$ cat config.mk
export PLATFORM = sky130hd
export DESIGN_NAME = acal_top
export DESIGN_NICKNAME = d
export VERILOG_FILES = /design/src/design/acal_pkg.sv /design/src/design/acal_fifo.sv /design/src/design/acal_top.sv
export SDC_FILE = /design/constraint.sdc
export NUM_CORES = 1
export LEC_CHECK = 0
export CAP_MARGIN = 20
export CORE_MARGIN = 2
export CORE_UTILIZATION = 35
export DETAILED_ROUTE_END_ITERATION = 8
export DONT_BUFFER_PORTS = 1
export GPL_ROUTABILITY_DRIVEN = 0
export PLACE_DENSITY = 0.57
export SYNTH_ARGS = -nofsm -noshare
export SYNTH_HDL_FRONTEND = slang
export SYNTH_SLANG_ARGS = --single-unit
$ cat constraint.sdc
create_clock -name clk -period 9.58 [get_ports clk]
set_input_delay 1.916 -clock clk [delete_from_list [all_inputs] [get_ports clk]]
set_output_delay 1.916 -clock clk [all_outputs]
set_load 0.01 [all_outputs]
$ cat src/design/acal_pkg.sv
// What this block does
// RL1 - Offset word lives in byte registers 17h (low) and 18h (high), reset zero.
// RL2 - The two offset bytes join into one 16-bit offset word.
// RL3 - The offset word is signed two's complement.
// RL4 - Offset is shifted left so its top bit meets the result's top bit.
// RL5 - Aligned offset is subtracted from each raw result first.
// RL6 - Gain word lives in registers 19h (low) and 1Ah (high), reset 00h, 40h.
// RL7 - The two gain bytes join into one 16-bit gain word.
// RL8 - The gain word is unsigned straight binary.
// RL9 - Scale factor is gain divided by 4000h; reset value gives unity.
// RL10 - The offset-corrected result is multiplied by the scale factor.
// RL11 - Calibrated result clamps to signed 24-bit range instead of wrapping.
package acal_pkg;
  // ****************************************
  // Register map (word addresses, matched directly)
  // ****************************************
  localparam logic [7:0] ACAL_IDX_OFS_LO = 8'h17;
  localparam logic [7:0] ACAL_IDX_OFS_HI = 8'h18;
  localparam logic [7:0] ACAL_IDX_GAIN_LO = 8'h19;
  localparam logic [7:0] ACAL_IDX_GAIN_HI = 8'h1A;
  localparam logic [7:0] ACAL_IDX_STATUS = 8'h1B;
  localparam logic [7:0] ACAL_RST_OFS_LO = 8'h00;
  localparam logic [7:0] ACAL_RST_OFS_HI = 8'h00;
  localparam logic [7:0] ACAL_RST_GAIN_LO = 8'h00;
  localparam logic [7:0] ACAL_RST_GAIN_HI = 8'h40;
  // ****************************************
  // Datapath layout
  // ****************************************
  localparam int ACAL_RES_W = 24;
  localparam int ACAL_CAL_W = 16;
  localparam int ACAL_OFS_SHIFT = ACAL_RES_W - ACAL_CAL_W;
  localparam int ACAL_GAIN_FRAC = 14;
  localparam int ACAL_FIFO_DEPTH = 4;
  localparam logic [31:0] ACAL_UNMAPPED = 32'h0000_0000;
endpackage

$ cat src/design/acal_fifo.sv
`timescale 1ns/1ps
`default_nettype none
module acal_fifo #(
  parameter int WIDTH = 24,
  parameter int DEPTH = 4
) (
  input wire logic clk, // Clock
  input wire logic rstn, // Async reset, active low
  input wire logic in_valid, // Write offered
  output logic in_ready, // Room for a word
  input wire logic [WIDTH-1:0] in_data, // Word written
  output logic out_valid, // Word available
  input wire logic out_ready, // Drain side takes word
  output logic [WIDTH-1:0] out_data // Head word, registered
);
  localparam int AW = $clog2(DEPTH);
  localparam logic [AW:0] DEPTH_C = (AW+1)'(DEPTH);
  logic [WIDTH-1:0] mem_q [DEPTH];
  logic [WIDTH-1:0] mem_d [DEPTH];
  logic [AW-1:0] wp_q, wp_d, rp_q, rp_d;
  logic [AW:0] cnt_q, cnt_d;
  logic [WIDTH-1:0] out_q, out_d;
  logic ov_q, ov_d;
  logic wr, rd, ld;

  // Pointer, count and head register update
  always_comb begin
    wr = in_valid && (cnt_q != DEPTH_C);
    ld = (cnt_q != '0) && (!ov_q || out_ready);
    rd = ld;
    mem_d = mem_q;
    wp_d = wp_q;
    rp_d = rp_q;
    out_d = out_q;
    ov_d = ov_q && !out_ready;
    if (wr) begin
      mem_d[wp_q] = in_data;
      wp_d = (wp_q == AW'(DEPTH-1)) ? '0 : wp_q + 1'b1;
    end
    if (ld) begin
      out_d = mem_q[rp_q];
      ov_d = 1'b1;
      rp_d = (rp_q == AW'(DEPTH-1)) ? '0 : rp_q + 1'b1;
    end
    cnt_d = cnt_q + (AW+1)'(wr) - (AW+1)'(rd);
  end

  // Registers
  always_ff @(posedge clk or negedge rstn) begin
    if (!rstn) begin
      for (int i = 0; i < DEPTH; i++) begin
        mem_q[i] <= '0;
      end
      wp_q <= '0;
      rp_q <= '0;
      cnt_q <= '0;
      out_q <= '0;
      ov_q <= 1'b0;
    end else begin
      mem_q <= mem_d;
      wp_q <= wp_d;
      rp_q <= rp_d;
      cnt_q <= cnt_d;
      out_q <= out_d;
      ov_q <= ov_d;
    end
  end

  assign in_ready = (cnt_q != DEPTH_C);
  assign out_valid = ov_q;
  assign out_data = out_q;
endmodule
`default_nettype wire

$ cat src/design/acal_top.sv
`timescale 1ns/1ps
`default_nettype none
module acal_top import acal_pkg::*; #(
  parameter int RES_W = 24
) (
  input wire logic clk, // Clock, 250 MHz
  input wire logic rstn, // Async reset, active low
  input wire logic [7:0] avs_address, // Word address
  input wire logic avs_read, // Read request
  input wire logic avs_write, // Write request
  input wire logic [31:0] avs_writedata, // Write data
  input wire logic [3:0] avs_byteenable, // Byte lanes
  output logic [31:0] avs_readdata, // Read data
  output logic avs_waitrequest, // Stall
  input wire logic raw_valid, // Raw result offered
  output logic raw_ready, // Raw result accepted
  input wire logic [RES_W-1:0] raw_data, // Raw signed result
  output logic cal_valid, // Calibrated result valid
  input wire logic cal_ready, // Sink takes result
  output logic [RES_W-1:0] cal_data // Calibrated result
);
  localparam logic signed [RES_W+17:0] MAXV =
    (RES_W+18)'((64'sd1 <<< (RES_W-1)) - 1);
  localparam logic signed [RES_W+17:0] MINV =
    (RES_W+18)'(-(64'sd1 <<< (RES_W-1)));

  // ****************************************
  // Register file
  // ****************************************
  logic [7:0] ofs_lo_q, ofs_lo_d, ofs_hi_q, ofs_hi_d;
  logic [7:0] gain_lo_q, gain_lo_d, gain_hi_q, gain_hi_d;
  logic [31:0] rdata_q, rdata_d;
  logic wait_q, wait_d;
  logic sat_q, sat_d;
  logic wr_go;
  logic [ACAL_CAL_W-1:0] aux_offset_word, aux_gain_word;

  // Access accepted on the cycle waitrequest is low
  always_comb begin
    wr_go = avs_write && !wait_q;
    wait_d = (avs_read || avs_write) && wait_q ? 1'b0 : 1'b1;
    ofs_lo_d = ofs_lo_q;
    ofs_hi_d = ofs_hi_q;
    gain_lo_d = gain_lo_q;
    gain_hi_d = gain_hi_q;
    rdata_d = rdata_q;
    if (wr_go && avs_byteenable[0]) begin
      unique case (avs_address)
        ACAL_IDX_OFS_LO: ofs_lo_d = avs_writedata[7:0]; // RL1
        ACAL_IDX_OFS_HI: ofs_hi_d = avs_writedata[7:0]; // RL1
        ACAL_IDX_GAIN_LO: gain_lo_d = avs_writedata[7:0]; // RL6
        ACAL_IDX_GAIN_HI: gain_hi_d = avs_writedata[7:0]; // RL6
        default: ;
      endcase
    end
    if (avs_read && wait_q) begin
      unique case (avs_address)
        ACAL_IDX_OFS_LO: rdata_d = {24'h000000, ofs_lo_q};
        ACAL_IDX_OFS_HI: rdata_d = {24'h000000, ofs_hi_q};
        ACAL_IDX_GAIN_LO: rdata_d = {24'h000000, gain_lo_q};
        ACAL_IDX_GAIN_HI: rdata_d = {24'h000000, gain_hi_q};
        ACAL_IDX_STATUS: rdata_d = {30'h0, cal_valid, sat_q};
        default: rdata_d = ACAL_UNMAPPED;
      endcase
    end
  end

  // Register storage
  always_ff @(posedge clk or negedge rstn) begin
    if (!rstn) begin
      ofs_lo_q <= ACAL_RST_OFS_LO; // RL1
      ofs_hi_q <= ACAL_RST_OFS_HI; // RL1
      gain_lo_q <= ACAL_RST_GAIN_LO; // RL6
      gain_hi_q <= ACAL_RST_GAIN_HI; // RL6
      rdata_q <= 32'h00000000;
      wait_q <= 1'b1;
    end else begin
      ofs_lo_q <= ofs_lo_d;
      ofs_hi_q <= ofs_hi_d;
      gain_lo_q <= gain_lo_d;
      gain_hi_q <= gain_hi_d;
      rdata_q <= rdata_d;
      wait_q <= wait_d;
    end
  end

  assign aux_offset_word = {ofs_hi_q, ofs_lo_q}; // RL2
  assign aux_gain_word = {gain_hi_q, gain_lo_q}; // RL7
  assign avs_readdata = rdata_q;
  assign avs_waitrequest = wait_q;

  // ****************************************
  // Calibration datapath, two stages
  // ****************************************
  logic s1_v_q, s1_v_d, s2_v_q, s2_v_d;
  logic signed [RES_W+1:0] diff_q, diff_d;
  logic signed [RES_W+17:0] prod;
  logic signed [RES_W+17:0] scaled;
  logic [RES_W-1:0] res_q, res_d;
  logic adv1, adv2, fifo_rdy;
  logic signed [RES_W+1:0] ofs_al;

  // Offset aligned to the top of the result, sign kept
  assign ofs_al = (RES_W+2)'($signed(aux_offset_word)) <<< // RL3
    (RES_W - ACAL_CAL_W); // RL4
  // Gain as unsigned, scaled down by 2^14 so 4000h is unity
  assign prod = diff_q * $signed({1'b0, aux_gain_word}); // RL8 RL10
  assign scaled = prod >>> ACAL_GAIN_FRAC; // RL9

  // Pipeline advance with stall from the FIFO
  always_comb begin
    adv2 = !s2_v_q || fifo_rdy;
    adv1 = !s1_v_q || adv2;
    s1_v_d = adv1 ? raw_valid : s1_v_q;
    diff_d = diff_q;
    if (adv1 && raw_valid) begin
      diff_d = (RES_W+2)'($signed(raw_data)) - ofs_al; // RL5
    end
    s2_v_d = adv2 ? s1_v_q : s2_v_q;
    res_d = res_q;
    sat_d = sat_q;
    if (adv2 && s1_v_q) begin
      if (scaled > MAXV) begin
        res_d = MAXV[RES_W-1:0]; // RL11
        sat_d = 1'b1;
      end else if (scaled < MINV) begin
        res_d = MINV[RES_W-1:0]; // RL11
        sat_d = 1'b1;
      end else begin
        res_d = scaled[RES_W-1:0];
        sat_d = 1'b0;
      end
    end
  end

  // Pipeline registers
  always_ff @(posedge clk or negedge rstn) begin
    if (!rstn) begin
      s1_v_q <= 1'b0;
      s2_v_q <= 1'b0;
      diff_q <= '0;
      res_q <= '0;
      sat_q <= 1'b0;
    end else begin
      s1_v_q <= s1_v_d;
      s2_v_q <= s2_v_d;
      diff_q <= diff_d;
      res_q <= res_d;
      sat_q <= sat_d;
    end
  end

  assign raw_ready = !s1_v_q || !s2_v_q || fifo_rdy;

  // Output buffer, back-pressure stalls the pipeline
  acal_fifo #(
    .WIDTH(RES_W),
    .DEPTH(ACAL_FIFO_DEPTH)
  ) u_fifo (
    .clk(clk),
    .rstn(rstn),
    .in_valid(s2_v_q),
    .in_ready(fifo_rdy),
    .in_data(res_q),
    .out_valid(cal_valid),
    .out_ready(cal_ready),
    .out_data(cal_data)
  );
endmodule
`default_nettype wire

# Word-level counts from Yosys, hierarchy flattened
# Index checks and enable logic that the tools add are counted.
[totals]
reg_bits = 245
latchBits = 0
mem_bits_rw = 0
romBits = 0
inputBits = 74
out_inout_bits = 59
word_cells = 82
n_memories = 0
[classes]
n_addsub = 5
mul = 1
n_div = 0
order_cmp = 5
eq_ne = 8
n_shift = 0
n_mux = 15
bitwise_logic = 2
n_reduce_logical = 26
[ops]
columns = ["op", "n"]
rows = [
  ["24-bit two-way mux", 5],
  ["96-bit bitwise mux", 1],
  ["24-bit binary-select mux with 2-bit select", 1],
  ["24-bit demux with 2-bit select", 1],
  ["25-bit by 17-bit multiplier with 42-bit output", 1],
  ["8-bit by 5-bit == test with 1-bit output, second input constant", 5],
  ["8-bit case mux with 5 select lines", 1],
  ["28-bit by 24-bit > comparator with 1-bit output, second input constant", 1],
  ["28-bit by 24-bit less-than comparator with 1-bit output, second input constant", 1],
  ["24-bit by 24-bit subtractor with 25-bit output", 1],
  ["1-bit logical AND", 10],
  ["2-bit AND reduction", 4],
  ["3-bit greater-or-equal comparator, second input constant", 2],
  ["1-bit logical OR", 6],
  ["2-bit NOT with 3-bit output", 2],
  ["1-bit zero test", 5],
  ["2-bit by 1-bit adder with 2-bit output, second input constant", 2],
  ["2-bit == test, second input constant", 2],
  ["1-bit two-way mux", 4],
  ["2-bit two-way mux", 2],
  ["3-bit by 1-bit adder with 3-bit output", 1],
  ["3-bit by 1-bit less-than comparator with 1-bit output, second input constant", 1],
  ["3-bit inequality test, second input constant", 1],
  ["3-bit nonzero test", 1],
  ["3-bit by 1-bit subtractor with 3-bit output", 1],
]

# Depth between registers and ports, before layout
[logic_depth]
word_depth = 6
depth_mapped = 27
mapped_depth_nobuf = 24

# By module
# From an unflattened synthesis, not the netlist that was laid out.
[hier_totals]
cells_unflattened = 2364
area_unflattened_um2 = 24742.5
[modules_own_cells]
columns = ["module", "instances", "cells_each", "area_per_inst_um2", "seq_area_each_um2"]
rows = [
  ["acal_top", 1, 2042, 18808.0, 2329.7],
  ["acal_fifo", 1, 322, 5934.4, 3203.1],
]

# Worst setup path before layout
# No wires, ideal clock.
[synth_path]
kind = "flip-flop to flip-flop"
from = "register gain_hi_q[0]"
to = "register res_q[14]"
setup_time_ns = 0.131
arrival_time_ns = 6.806
t_required_ns = 9.449
path_slack_ns = 2.643
stages_incl_launch_ff = 27
n_path_buf = 3
synth_period_minus_slack_ns = 6.937
path_cell_list = "dfrtp_1 > clkbuf_1 > clkbuf_1 > nand2_1 > fa_1 > inv_1 > fa_1 > inv_1 > fa_1 > inv_1 > fa_1 > fa_1 > inv_1 > fa_1 > inv_1 > ha_1 > nand2_1 > o21ai_1 > a31oi_1 > or4_4 > a31o_2 > o21ai_4 > xor2_2 > or3_1 > o22ai_4 > buf_8 > o22ai_2"
[synth_via]
elab_chain_len = 4
[synth_lines]
columns = ["element", "line", "text"]
rows = [
  ["from (decl)", "acal_top.sv:31", "logic [7:0] gain_lo_q, gain_lo_d, gain_hi_q, gain_hi_d;"],
  ["from (signal assigned)", "acal_top.sv:81", "gain_hi_q <= gain_hi_d;"],
  ["25-bit by 17-bit multiplier with 42-bit output *", "acal_top.sv:107", "assign prod = diff_q * $signed({1'b0, aux_gain_word});"],
  ["28-bit by 24-bit less-than comparator with 1-bit output", "acal_top.sv:126", "end else if (scaled < MINV) begin"],
  ["24-bit two-way mux", "acal_top.sv:126", ""],
  ["24-bit two-way mux *", "acal_top.sv:123", "if (scaled > MAXV) begin"],
  ["to (signal assigned)", "acal_top.sv:148", "res_q <= res_d;"],
  ["to (decl)", "acal_top.sv:99", "logic [RES_W-1:0] res_q, res_d;"],
]
# Mark *: on every way between the ends. The rest lies on a longest branch, timed or not.
# A chain may end at the register's enable or synchronous reset.

# Worst setup path after layout
[layout_path]
from = "register gain_lo_q[2]"
to = "register res_q[1]"
[layout_via]
elab_chain_len = 4
[layout_lines]
columns = ["element", "line", "text"]
rows = [
  ["from (decl)", "acal_top.sv:31", ""],
  ["from (signal assigned)", "acal_top.sv:80", "gain_lo_q <= gain_lo_d;"],
  ["25-bit by 17-bit multiplier with 42-bit output *", "acal_top.sv:107", ""],
  ["28-bit by 24-bit less-than comparator with 1-bit output", "acal_top.sv:126", ""],
  ["24-bit two-way mux", "acal_top.sv:126", ""],
  ["24-bit two-way mux *", "acal_top.sv:123", ""],
]
# Marked as above.

==> summary.md <==
| Metric | Value |
|---|---|
| Clk_lat worst skew | `~0.54 ns` |
| Clock Skews | `between 0.008 and 0.009 ns` |
| Crit Path Class | `flop to flop` |
| WL final | `59.30 mm` |
| Synth Cell Area | `24460 µm²` |
| Pwr dens | `140.3 nW/µm²` |
| Most common cell after layout, fill and taps aside | `inv_1` |
| Worst r2r dst | `res_q[1]` |
| Number of clock sinks | `about 220` |
| Total number of vias | `16192` |
| Hold Path Depth | `1` |
| Final Cycle Share | `between 80 and 90%` |
| CP required | `9.94 ns` |
| Worst Hold Class | `flop to flop` |
| Largest net degree at the start of global routing | `222` |
| Final hold slack | `0.4985 ns` |
| N_diodes | `0` |
| First-pass GRT wire length | `between 90 and 100 mm` |
| Final-layout fill cell count | `around 6900` |
| Synthesized flop and latch total | `221` |
| Worst Setup Slack post-DPL | `approximately 1.3 ns` |
| Layout cells sized above 1 | `about an eighth` |
| Port Buffer Count | `0` |
| GR Util All Layers | `about 17%` |
| FP Rows | `96` |
| Mean Syn Cell Area | `10.18 µm²` |
| Yosys cell types | `between 70 and 80` |
| Die H | `around 270 µm` |
| R2r setup slk | `between 1 and 1.5 ns` |
| Net count, final | `2938` |
| RSZ-0062 raised after global routing | `no` |
| R2R cell count | `22` |
| Number of global-route vias before repair | `about 18000` |
| Die area | `approximately 72000 µm²` |
| EDFF count, synth | `0` |
| Final Max Slew Viols | `0` |
| Asr flop ratio synth | `100.0%` |
| Most frequent cells in the layout | `492 x inv_1, 391 x fa_1, 332 x nand2_1, 219 x dfrtp_1, 164 x and2_1` |
| Area contributors post-synth | `fa_1 32%, dfrtp_1 22%, inv_1 7.6%` |
| Longest Clk Path Bufs | `3` |
| Number of max-cap violations | `0` |
| P&R area growth vs syn | `6.758%` |
| Detailed placement HPWL | `approximately 45 mm` |
| Hold_buf cts | `0` |
| Remaining DRCs | `0` |
| Initial Util | `a little over a third` |
| H-tree levels | `1` |
| Vias per cell | `approximately 4.9` |
| Clk Tree Root Cell | `clkbuf_16` |
| PnR worst setup slack | `1.205 ns` |
| DRT iter0 DRCs | `920` |
| Initial antenna violation count | `0` |
| Hold Path Sink | `u_fifo.mem_q[30]` |
| Worst slew pin tran | `around 1.1 ns` |
| Post-synth top area cell | `fa_1` |
| Placed cell area | `25310 µm²` |
| CP Data Arrival Time | `approximately 8.7 ns` |
| Clock buffers created by TritonCTS | `23` |
| Core ar. | `68950 µm²` |
| Worst vdd ir | `0.0001266 V` |
| Crit. End Element | `flop` |
| Ys flop type | `dfrtp_1` |
| CTS tree | `yes` |
| Drt pass-1 iters | `7` |
| Post-CTS setup buffers | `0` |
| Post-synthesis sequential area ratio | `a little under a quarter` |
| FF-to-FF Start | `gain_lo_q[2]` |
| Leak Pwr | `between 10 and 15 nW` |
| Sum Neg Setup Slack | `0 ns` |
| I/O pin cnt | `between 100 and 150` |
| Crit path launch type | `flop` |
| Worst-path clk slew | `~0.060 ns` |
| Wirelength per Cell | `between 15 and 20 µm` |
| Setup violators final | `0` |
| FMAX | `119.4 MHz` |
| Area share of the largest cell type after synthesis | `between 30% and 40%` |
| Antenna-violating nets left | `0` |
| Synth warn | `0` |
| Crit path time final | `~8.4 ns` |
| Post-Synthesis Cells | `about 2400` |
| Hold Crit Start | `u_fifo.mem_q[30]` |
| Max_slew headroom | `between 20% and 30%` |
| Crit-path max FO | `24` |
| Status | `complete, no violations` |
| Grt total ovfl | `0` |
| Hold Vio Cnt, Final | `0` |
| Die X | `between 200 and 300 µm` |
| Post-route cell area | `26110 µm²` |
| Post-cts gate resize count | `0` |
-- critical path, stage by stage (launching register included) --
cell       delay [ns]
dfrtp_1          0.78
buf_4            0.40
nand2_1          0.13
fa_1             0.55
fa_1             0.54
fa_1             0.52
inv_1            0.06
fa_1             0.49
fa_1             0.50
inv_1            0.05
fa_1             0.47
inv_1            0.05
ha_1             0.33
a21o_1           0.18
a21o_1           0.19
a21oi_1          0.35
a2bb2oi_1        0.45
a31oi_2          0.20
a211o_1          0.37
xor2_1           0.21
or3_1            0.37
o22ai_4          0.75
o22ai_1          0.21
-- how the worst max path moves through the flow --
stage | from | to | slack, ns | depth (start not counted)
after floorplan | gain_hi_q[0] | res_q[14] | 2.64 | 26
after global placement | gain_lo_q[7] | res_q[0] | 1.41 | 23
after detailed placement | gain_lo_q[2] | res_q[1] | 1.27 | 22
after CTS | gain_lo_q[3] | res_q[1] | 1.21 | 22
after global routing | gain_lo_q[2] | res_q[1] | 0.82 | 21
final | gain_lo_q[2] | res_q[1] | 1.20 | 22
-- where the power goes --
part           total (mW)  switching (mW)  leakage, nW  internal [mW]
sequential           1.60           0.356         2.76           1.25
clock               0.927           0.370        0.378          0.557
combinational        1.13           0.518         9.90          0.615
total                3.66            1.24         13.0           2.42
-- cells by family after synthesis --
| logic type | Yosys count | share of synthesized area, % |
|---|---|---|
| adders and majority gates | 515 | 38.35 |
| AOI/OAI and AO/OA | 209 | 6.364 |
| buffers and inverters | 622 | 10.07 |
| xor gates and xnor gates | 44 | 1.668 |
| muxes | 174 | 9.106 |
| and+or+nand+nor | 617 | 11.81 |
| other | 1 | 0.01533 |
| DFF | 221 | 22.62 |
-- cell type report --
cell class	count	area (µm²)	area share, %
clock inverter	5	115.1	0.4409
tap	931	1165	4.461
sequential	221	5533	21.19
multi-input combinational	1583	16560	63.42
timing repair buffer	28	230.2	0.8817
inverter	492	1847	7.073
clock buffer	35	660.6	2.530
-- flip-flops by register name, indices dropped and copies added (netlist names) --
name,count
sat_q,1
s1_v_q,1
gain_lo_q,8
ofs_hi_q,8
avs_waitrequest,1
ofs_lo_q,8
u_fifo.out_valid,1
u_fifo.cnt_q,3
gain_hi_q,8
res_q,24
u_fifo.wp_q,2
avs_readdata,8
s2_v_q,1
diff_q,25
u_fifo.out_data,24
u_fifo.rp_q,2
u_fifo.mem_q,96
-- layer usage --
metal,GRT usage [%],routed length (µm)
met5,0,0
met2,31.52,30450
met3,1.732,2819
met1,20.65,23400
met4,6.982,2632
-- through the flow --
step	power, mW	util (%)	instances
after global routing	3.887	37.87	3295
after detailed placement	2.776	36.71	3254
after CTS	3.719	37.83	3294
after global placement	2.703	36.71	3254
after floorplan	2.405	-	2426
final	3.663	37.87	3295
-- cells in the mapped netlist, types with 10 or more instances --
library cell / number
nand2_1: 332
a21oi_1: 40
o21ai_0: 62
ha_1: 124
inv_1: 492
and3_1: 14
buf_4: 24
clkbuf_1: 99
mux4_2: 24
nand3_1: 10
xnor2_1: 24
and2_1: 164
a21o_1: 12
fa_1: 391
xor2_1: 17
dfrtp_1: 219
nor2_1: 53
nor3_1: 10
mux2_2: 148
o22ai_2: 21
No activity file was read; power rests on OpenSTA's default activity.
